[src/hdl/lhp_pkg.sv]
package lhp_pkg;

  ////////////////////////////////////////////////////////////////////////////
  // Clock and pin timing
  localparam int CLK_PERIOD_NS = 25;
  localparam int SETUP_NS      = 50;
  localparam int STROBE_NS     = 250;
  localparam int HOLD_NS       = 50;
  localparam int CLEAR_NS      = 1000;

  // Least times round up, never below one cycle
  function automatic int ns_to_min_cyc(input int ns);
    int cyc;
    cyc = (ns + CLK_PERIOD_NS - 1) / CLK_PERIOD_NS;
    if (cyc < 1) begin
      cyc = 1;
    end
    return cyc;
  endfunction

  localparam int SETUP_CYC  = ns_to_min_cyc(SETUP_NS);
  localparam int STROBE_CYC = ns_to_min_cyc(STROBE_NS);
  localparam int HOLD_CYC   = ns_to_min_cyc(HOLD_NS);
  localparam int CLEAR_CYC  = ns_to_min_cyc(CLEAR_NS);
  localparam int CNT_W      = 8;

  ////////////////////////////////////////////////////////////////////////////
  // Values after reset and encodings
  localparam logic       STYLE_6800  = 1'b0;
  localparam logic       STYLE_8080  = 1'b1;
  localparam logic [7:0] DATA_RESET  = 8'h00;
  localparam logic [CNT_W-1:0] CNT_RESET = 8'h00;

  typedef struct packed {
    logic       is_read;
    logic       register_select;
    logic [7:0] data;
  } lhp_req_type;

  typedef enum logic [2:0] {
    LHP_CLEAR,
    LHP_IDLE,
    LHP_SETUP,
    LHP_STROBE,
    LHP_HOLD
  } lhp_state_type;

endpackage

[src/hdl/lhp_sync2.sv]
`timescale 1ns/1ps
module lhp_sync2 #(
  parameter int WIDTH = 1
) (
  input  wire logic             core_clk,
  input  wire logic             sys_rst,
  input  wire logic [WIDTH-1:0] async_in,
  output logic      [WIDTH-1:0] sync_out
);

  // First stage feeds only the second stage
  logic [WIDTH-1:0] stage1;

  always_ff @(posedge core_clk) begin
    if (sys_rst) begin
      stage1   <= '0;
      sync_out <= '0;
    end else begin
      stage1   <= async_in;
      sync_out <= stage1;
    end
  end

endmodule

[src/hdl/lhp_host_port.sv]
`timescale 1ns/1ps
// How it works
// - In 6800 style, the enable strobe goes high only to read or write.
// - Chip select is low around every strobe; register_select and db_out take the new request one cycle before it falls.
// - module_clear_n is driven low after reset and on clear request.
// - A busy wait input stretches the strobe until the module is free.
module lhp_host_port #(
  parameter int SETUP_CYC  = lhp_pkg::SETUP_CYC,
  parameter int STROBE_CYC = lhp_pkg::STROBE_CYC,
  parameter int HOLD_CYC   = lhp_pkg::HOLD_CYC,
  parameter int CLEAR_CYC  = lhp_pkg::CLEAR_CYC
) (
  input  wire logic               core_clk,
  input  wire logic               sys_rst,
  input  wire logic               req_valid,
  input  lhp_pkg::lhp_req_type    req,
  output logic                    req_ready,
  output logic                    rsp_valid,
  output logic [7:0]              rsp_data,
  input  wire logic               clear_req,
  input  wire logic               blank_req,
  output logic                    style_8080,
  output logic                    lcd_cs_n,
  output logic                    lcd_strobe,
  output logic                    lcd_dir,
  output logic                    register_select,
  output logic [7:0]              db_out,
  output logic                    db_oe,
  input  wire logic [7:0]         db_in,
  output logic                    module_clear_n,
  output logic                    panel_blank_n,
  input  wire logic               busy_wait,
  input  wire logic               bus_style_strap
);

  ////////////////////////////////////////////////////////////////////////////
  // Pin synchronisers
  logic [9:0] pins_sync;
  logic [7:0] db_sync;
  logic       busy_sync;
  logic       strap_sync;

  lhp_sync2 #(
    .WIDTH (10)
  ) u_sync (
    .core_clk (core_clk),
    .sys_rst  (sys_rst),
    .async_in ({bus_style_strap, busy_wait, db_in}),
    .sync_out (pins_sync)
  );

  assign db_sync    = pins_sync[7:0];
  assign busy_sync  = pins_sync[8];
  assign strap_sync = pins_sync[9];

  ////////////////////////////////////////////////////////////////////////////
  // Sequencer
  lhp_pkg::lhp_state_type     state;
  lhp_pkg::lhp_req_type       cur;
  logic [lhp_pkg::CNT_W-1:0]  cnt;
  logic                       strobe_on;
  logic                       access_on;
  logic                       clear_on;

  localparam logic [lhp_pkg::CNT_W-1:0] SETUP_LAST  = lhp_pkg::CNT_W'(SETUP_CYC - 1);
  localparam logic [lhp_pkg::CNT_W-1:0] STROBE_LAST = lhp_pkg::CNT_W'(STROBE_CYC - 1);
  localparam logic [lhp_pkg::CNT_W-1:0] HOLD_LAST   = lhp_pkg::CNT_W'(HOLD_CYC - 1);
  localparam logic [lhp_pkg::CNT_W-1:0] CLEAR_LAST  = lhp_pkg::CNT_W'(CLEAR_CYC - 1);

  // New requests wait while a clear is pending
  assign req_ready = (state == lhp_pkg::LHP_IDLE) && !clear_req;

  always_ff @(posedge core_clk) begin
    if (sys_rst) begin
      state <= lhp_pkg::LHP_CLEAR;
      cnt   <= lhp_pkg::CNT_RESET;
    end else begin
      unique case (state)
        lhp_pkg::LHP_CLEAR: begin
          cnt <= cnt + 1'b1;
          if (cnt == CLEAR_LAST) begin
            state <= lhp_pkg::LHP_IDLE;
            cnt   <= lhp_pkg::CNT_RESET;
          end
        end
        lhp_pkg::LHP_IDLE: begin
          cnt <= lhp_pkg::CNT_RESET;
          if (clear_req) begin
            state <= lhp_pkg::LHP_CLEAR;
          end else if (req_valid) begin
            state <= lhp_pkg::LHP_SETUP;
          end
        end
        lhp_pkg::LHP_SETUP: begin
          cnt <= cnt + 1'b1;
          if (cnt == SETUP_LAST) begin
            state <= lhp_pkg::LHP_STROBE;
            cnt   <= lhp_pkg::CNT_RESET;
          end
        end
        lhp_pkg::LHP_STROBE: begin
          if (cnt != STROBE_LAST) begin
            cnt <= cnt + 1'b1;
          end else if (!busy_sync) begin
            state <= lhp_pkg::LHP_HOLD;
            cnt   <= lhp_pkg::CNT_RESET;
          end
        end
        lhp_pkg::LHP_HOLD: begin
          cnt <= cnt + 1'b1;
          if (cnt == HOLD_LAST) begin
            state <= lhp_pkg::LHP_IDLE;
            cnt   <= lhp_pkg::CNT_RESET;
          end
        end
      endcase
    end
  end

  // Request held for the whole access
  always_ff @(posedge core_clk) begin
    if (sys_rst) begin
      cur <= '0;
    end else if (req_ready && req_valid) begin
      cur <= req;
    end
  end

  // Strap caught after release, once the synchroniser has settled
  always_ff @(posedge core_clk) begin
    if (sys_rst) begin
      style_8080 <= lhp_pkg::STYLE_6800;
    end else if (state == lhp_pkg::LHP_CLEAR && cnt == CLEAR_LAST) begin
      style_8080 <= strap_sync;
    end
  end

  // Read data taken while the strobe is still active
  // Pin lag plus synchroniser: strobe needs five cycles or more for valid data and busy
  always_ff @(posedge core_clk) begin
    if (sys_rst) begin
      rsp_valid <= 1'b0;
      rsp_data  <= lhp_pkg::DATA_RESET;
    end else begin
      rsp_valid <= 1'b0;
      if (state == lhp_pkg::LHP_STROBE && cnt == STROBE_LAST && !busy_sync && cur.is_read) begin
        rsp_valid <= 1'b1;
        rsp_data  <= db_sync;
      end
    end
  end

  ////////////////////////////////////////////////////////////////////////////
  // Pin drivers, registered so strobes never glitch
  always_ff @(posedge core_clk) begin
    if (sys_rst) begin
      strobe_on <= 1'b0;
      access_on <= 1'b0;
      clear_on  <= 1'b1;
    end else begin
      strobe_on <= (state == lhp_pkg::LHP_STROBE);
      access_on <= (state == lhp_pkg::LHP_SETUP) || (state == lhp_pkg::LHP_STROBE) ||
                   (state == lhp_pkg::LHP_HOLD);
      clear_on  <= (state == lhp_pkg::LHP_CLEAR);
    end
  end

  always_ff @(posedge core_clk) begin
    if (sys_rst) begin
      lcd_cs_n        <= 1'b1;
      lcd_strobe      <= 1'b0;
      lcd_dir         <= 1'b1;
      register_select <= 1'b0;
      db_out          <= lhp_pkg::DATA_RESET;
      db_oe           <= 1'b0;
      module_clear_n  <= 1'b0;
      panel_blank_n   <= 1'b0;
    end else begin
      lcd_cs_n        <= !access_on;
      register_select <= cur.register_select;
      db_out          <= cur.data;
      db_oe           <= access_on && !cur.is_read;
      module_clear_n  <= !clear_on;
      panel_blank_n   <= !blank_req;
      if (style_8080) begin
        lcd_strobe <= !(strobe_on && cur.is_read);
        lcd_dir    <= !(strobe_on && !cur.is_read);
      end else begin
        lcd_strobe <= strobe_on;
        lcd_dir    <= access_on ? cur.is_read : 1'b1;
      end
    end
  end

  ////////////////////////////////////////////////////////////////////////////
  // Checks
  logic strobe_pin_on;
  logic pin_style;

  // Style that produced the pins now showing, one cycle behind style_8080
  always_ff @(posedge core_clk) begin
    if (sys_rst) begin
      pin_style <= lhp_pkg::STYLE_6800;
    end else begin
      pin_style <= style_8080;
    end
  end

  assign strobe_pin_on = pin_style ? (!lcd_strobe || !lcd_dir) : lcd_strobe;
endmodule

[config.mk]
export PLATFORM = sky130hd
export DESIGN_NAME = lhp_host_port
export DESIGN_NICKNAME = d
export VERILOG_FILES = /design/src/hdl/lhp_pkg.sv /design/src/hdl/lhp_sync2.sv /design/src/hdl/lhp_host_port.sv
export SDC_FILE = /design/constraint.sdc
export NUM_CORES = 1
export LEC_CHECK = 0
export ABC_AREA = 1
export BUFFER_PORTS_ARGS = -buffer_cell sky130_fd_sc_hd__clkbuf_2
export CORE_UTILIZATION = 40
export CTS_CLUSTER_SIZE = 40
export DETAILED_ROUTE_END_ITERATION = 8
export PLACE_DENSITY = 0.66
export SETUP_SLACK_MARGIN = 0.05
export SLEW_MARGIN = 20
export SYNTH_ARGS = -nofsm -noshare
export SYNTH_HDL_FRONTEND = slang
export SYNTH_SLANG_ARGS = --single-unit
[constraint.sdc]
create_clock -name core_clk -period 4.1 [get_ports core_clk]
set_clock_uncertainty 0.2 [all_clocks]
set_input_delay 0.615 -clock core_clk [delete_from_list [all_inputs] [get_ports core_clk]]
set_output_delay 0.615 -clock core_clk [all_outputs]
set_load 0.03 [all_outputs]
== After elaboration in Yosys (flattened, before gate mapping) ==
Cells that the tools add are included.

* $add $sub $neg: 1
* Equality and inequality tests: 15
* Multiplexer cells: 17
* Reduce and logical (&&, ||, !) cells: 22

{| class="wikitable"
|+ Operators by type and width
! cell !! number
|-
| two-way mux 8 bit || 4
|-
| one-hot mux 8 bit (4 select lines) || 1
|-
| two-way mux 3 bit || 7
|-
| one-hot mux 3 bit (5 select lines) || 1
|-
| logical AND 1 bit || 9
|-
| adder 8 x 1 -> 8 bit, second input constant || 1
|-
| == test 8 x 1 -> 1 bit, second input constant || 1
|-
| == test 8 x 4 -> 1 bit, second input constant || 1
|-
| == test 8 x 6 -> 1 bit, second input constant || 1
|-
| zero test 1 bit || 8
|-
| != test 2 bit, second input constant || 4
|-
| != test 8 x 4 -> 1 bit, second input constant || 1
|-
| == test 3 x 2 -> 1 bit, second input constant || 2
|-
| != test 3 bit, second input constant || 2
|-
| AND reduction 6 bit || 1
|-
| two-way mux 1 bit || 4
|-
| == test 3 x 1 -> 1 bit, second input constant || 1
|-
| == test 3 bit, second input constant || 1
|-
| zero test 3 bit || 1
|-
| logical OR 1 bit || 2
|-
| != test 2 x 1 -> 1 bit, second input constant || 1
|-
| OR reduction 2 bit || 1
|}

* Register bits after elaboration: 69
* Bits of input ports: 25
* Output and inout bits: 26
* Logic and storage cells: 76

== Longest topological paths before layout ==
* Depth after elaboration: 5
* Depth in mapped cells: 11

== Cells and area by module ==
From an unflattened synthesis, not the netlist that was laid out.

* Cell total of the unflattened synthesis: 319
* Area, all modules: 2,710.1 sq um

{| class="wikitable"
|+ By module, submodules not included
! module !! instances !! cells each !! area an instance (sq um) !! sequential area each (sq um)
|-
| lhp_host_port || 1 || 257 || 2,137.0 || 980.9
|-
| lhp_sync2 || 1 || 62 || 573.0 || 400.4
|}

== Worst setup path before layout ==
OpenSTA, ideal clock, no wires.

* Path kind: reg-to-output
* From: register state[2]
* To: output port req_ready
* Data arrival time: 871 ps
* Required time: 3,285 ps
* Slack: 2,414 ps
* Cell stages (with the launch flop): 6
* Path through: dfxtp_1 > inv_2 > nand2_2 > nor2_2 > inv_2 > nor2_4

* Word-level cells in the longest chain between the ends: 2

{| class="wikitable"
|+ Ends and longest elaborated chain
! element !! RTL line !! source
|-
| from (decl) || lhp_host_port.sv:58 || <nowiki>lhp_pkg::lhp_state_type state;</nowiki>
|-
| from (signal assigned) || lhp_host_port.sv:75 || <nowiki>state <= lhp_pkg::LHP_CLEAR;</nowiki>
|-
| from (signal assigned) || lhp_host_port.sv:82 || <nowiki>state <= lhp_pkg::LHP_IDLE;</nowiki>
|-
| from (signal assigned) || lhp_host_port.sv:89 || <nowiki>state <= lhp_pkg::LHP_CLEAR;</nowiki>
|-
| == test 3 x 1 -> 1 bit || lhp_host_port.sv:71 || <nowiki>assign req_ready = (state == lhp_pkg::LHP_IDLE) && !clear_req;</nowiki>
|-
| logical AND 1 bit || lhp_host_port.sv:71 ||
|-
| to (decl) || lhp_host_port.sv:17 || <nowiki>output logic req_ready,</nowiki>
|}

Every way passes these cells.

== Worst setup path after layout ==
Same ends and word-level chain as after synthesis.

==> impl_metrics.env <==
export IMPL_status="complete, no violations"
export IMPL_grt_overflow=0
export IMPL_synth_compound_area_share_pct=11.3
export IMPL_synth_top_family_by_area="simple AND/OR/NAND/NOR gates"
export IMPL_drt_iter0_drc=79
export IMPL_grt_usage_pct=16.0
export IMPL_core_area_sq_um=6030
export IMPL_powerDensity_nw_per_um2=510
export IMPL_place_congestion=0.868
export IMPL_finalCriticalPeriod_ns=2.24
export IMPL_hold_start="clear_on$_SDFF_PP1_"
export IMPL_setup_worst_path_end_class="primary output"
export IMPL_path_class="flip-flop to primary output"
export IMPL_drc_errors=0
export IMPL_tns_ns=0
export IMPL_min_path_cells=1
export IMPL_cts_tree="done"
export IMPL_cts_clk_slew_worst_paths_ns=0.07
export IMPL_maxCapViolations=0
export IMPL_ctsResizeCount=0
export IMPL_startpoint="state[2]$_SDFFE_PP0P_"
export IMPL_finalHoldViolations=0
export IMPL_rr_worst_depth=5
export IMPL_floorplan_initialDensity_pct=42.4
export IMPL_fp_dieW_microns=81.9
export IMPL_yosys_register_bits=69
export IMPL_ant_nets=0
export IMPL_postPlaceCellArea_sq_um=2850
export IMPL_synth_edf_count=0
export IMPL_yosys_area_share_simple_pct=21.5
export IMPL_synth_nets=350
export IMPL_wl_microns=4740
export IMPL_hold_path_class="flip-flop to flip-flop"
export IMPL_ys_warn_count=0
export IMPL_fin_ws_ns=1.86
export IMPL_r2r_start="state[1]$_SDFFE_PP0P_"
export IMPL_diodes=0
export IMPL_startpoint_type="flip-flop"
export IMPL_slew_viol_final=0
export IMPL_clock_latency_ns=0.35
export IMPL_grt_pass1_wl_microns=7840
export IMPL_worst_pin_slew_ns=0.626
export IMPL_via_per_inst=4.51
export IMPL_nets=401
export IMPL_rsz0062_at_grt="no"
export IMPL_wl_per_cell_microns=10.4
export IMPL_dpl_worst_slack_ns=1.96
export IMPL_design_area_sq_um=3030
export IMPL_r2r_end="rsp_data[1]$_SDFFE_PP0P_"
export IMPL_max_vdd_ir_drop_mv=0.239
export IMPL_cts_sinks=69
export IMPL_min_to="module_clear_n$_SDFF_PP0_"
export IMPL_grt_pass1_vias=1820
export IMPL_cp_max_fo=7
export IMPL_synthFlopType="dfxtp_1"
export IMPL_cts_hold_buf=0
export IMPL_n_fill_cell=588
export IMPL_async_flop_share_pct=0
export IMPL_r2r_slack_ns=2.04
export IMPL_hold_slack_ns=0.200
export IMPL_crit_required_ns=3.28
export IMPL_synth_mux_area_share_pct=0
export IMPL_synthAdderAreaFrac_pct=0.979
export IMPL_syn_area_sq_um=2550
export IMPL_drive_gt1_share_pct=22.2
export IMPL_vias=2047
export IMPL_io_buffers=50
export IMPL_die_y_microns=81.9
export IMPL_dieArea_sq_um=6710
export IMPL_root_buffer="clkbuf_8"
export IMPL_hpwlAfterDp_microns=3270
export IMPL_dr_pass1_iters=4
export IMPL_avgSynthCellArea_sq_um=7.91
export IMPL_area_delta_synth_final_pct=18.4
export IMPL_htreeDepth=3
export IMPL_cts_buffers_inserted=9
export IMPL_rows=28
export IMPL_synth_cell_types=30
export IMPL_synth_xor_area_share_pct=1.03
export IMPL_antenna_found_initial=0
export IMPL_cts_setup_buffers=0
export IMPL_max_freq_ghz=0.447
export IMPL_worstPathArrival_ns=1.42
export IMPL_ys_seq_area_share_pct=54.1
export IMPL_leakagePower_nw=1.36
export IMPL_fin_crit_sh_pct=54.6
export IMPL_fin_util_pct=50.2
export IMPL_slew_headroom_pct=58.2
export IMPL_max_clock_path_buffers=2
export IMPL_io_pins=51
export IMPL_grt_max_degree=45
export IMPL_finalSetupViolCount=0
export IMPL_synthCells=323
## worst max path at each step
stage	to	slack, ns	depth (start not counted)
floorplan	req_ready	2.41	5
global placement	lcd_strobe$_SDFF_PP0_	2.00	5
detailed placement	cur[1]$_SDFFE_PP0P_	1.96	5
CTS	req_ready	1.83	6
global route	req_ready	1.73	6
finish	req_ready	1.86	6
## layout make-up
type / instances / area, sq um / area share [%]
sequential: 69 / 1380 / 45.7
multi-input combinational: 182 / 890 / 29.4
timing repair buffer: 51 / 258 / 8.52
inverter: 61 / 229 / 7.57
clock buffer: 9 / 124 / 4.09
tap: 75 / 93.8 / 3.10
clock inverter: 7 / 50.0 / 1.65
## report_power, final
group	total (mW)	internal (mW)	switching, mW
sequential	0.758	0.722	0.0365
clock	0.489	0.221	0.268
combinational	0.297	0.0986	0.198
total	1.54	1.04	0.503
## Yosys cell counts (2+ instances only)
cell type / number / share of area [%]
dfxtp_1: 69 / 54
nor2_1: 60 / 8.8
inv_1: 58 / 8.5
nand3_1: 24 / 4.7
nand2_1: 23 / 3.4
a21oi_1: 21 / 4.1
o21ai_0: 20 / 3.9
clkbuf_1: 7 / 1.0
nand2_2: 4 / 0.98
nand4_1: 4 / 0.98
nor2_2: 4 / 0.98
o21ai_1: 4 / 0.78
inv_2: 3 / 0.44
a31oi_1: 2 / 0.49
buf_2: 2 / 0.39
ha_1: 2 / 0.98
nand3_2: 2 / 0.78
xor2_1: 2 / 0.69
## routing by layer
layer | up-vias | track usage (%) | wire length, microns
met4 | 0 | 8.42 | 63
met2 | 55 | 24.9 | 2170
met3 | 7 | 6.11 | 290
met5 | - | 0 | 0
met1 | 878 | 19.0 | 2220
li1 | 1107 | - | -
## critical path, stage by stage (launching register included)
cell and delay [ns]:
dfxtp_1 0.38, inv_2 0.10, nand2_2 0.07, nor2_2 0.15, inv_2 0.07, nor2_4 0.10, clkbuf_2 0.21
## state kept, by name (all words and copies together) (netlist names)
| register | flops |
|---|---|
| register_select | 1 |
| state | 3 |
| rsp_valid | 1 |
| clear_on | 1 |
| module_clear_n | 1 |
| lcd_strobe | 1 |
| rsp_data | 8 |
| u_sync.sync_out | 10 |
| lcd_dir | 1 |
| db_out | 8 |
| cnt | 8 |
| db_oe | 1 |
| style_8080 | 1 |
| lcd_cs_n | 1 |
| cur | 10 |
| u_sync.stage1 | 10 |
| access_on | 1 |
| strobe_on | 1 |
| panel_blank_n | 1 |
## placed cells by master (no fill, tap or decap), types with 3 or more instances in the layout
cell type,instances
nand4_1,4
clkinvlp_4,3
nand2_2,4
a21oi_1,21
inv_2,3
dfxtp_1,69
o21ai_0,20
o21ai_1,4
clkbuf_2,50
nor2_2,4
inv_1,58
clkbuf_8,9
nand3_1,24
nor2_1,60
nand2_1,23
## cell families after synthesis
family | count (synthesis)
DFF | 69
AOI/OAI and AO/OA | 53
and+or+nand+nor | 124
buffers and inverters | 72
xor gates and xnor gates | 3
adders and majority gates | 2
## metrics by stage
step / cells / total power [mW]
2_1_floorplan: 323 / 0.999
3_3_place_gp: 438 / 1.07
3_5_place_dp: 438 / 1.07
4_1_cts: 454 / 1.56
5_1_grt: 454 / 1.65
6_report: 454 / 1.54
(Power assumes the default switching activity.)
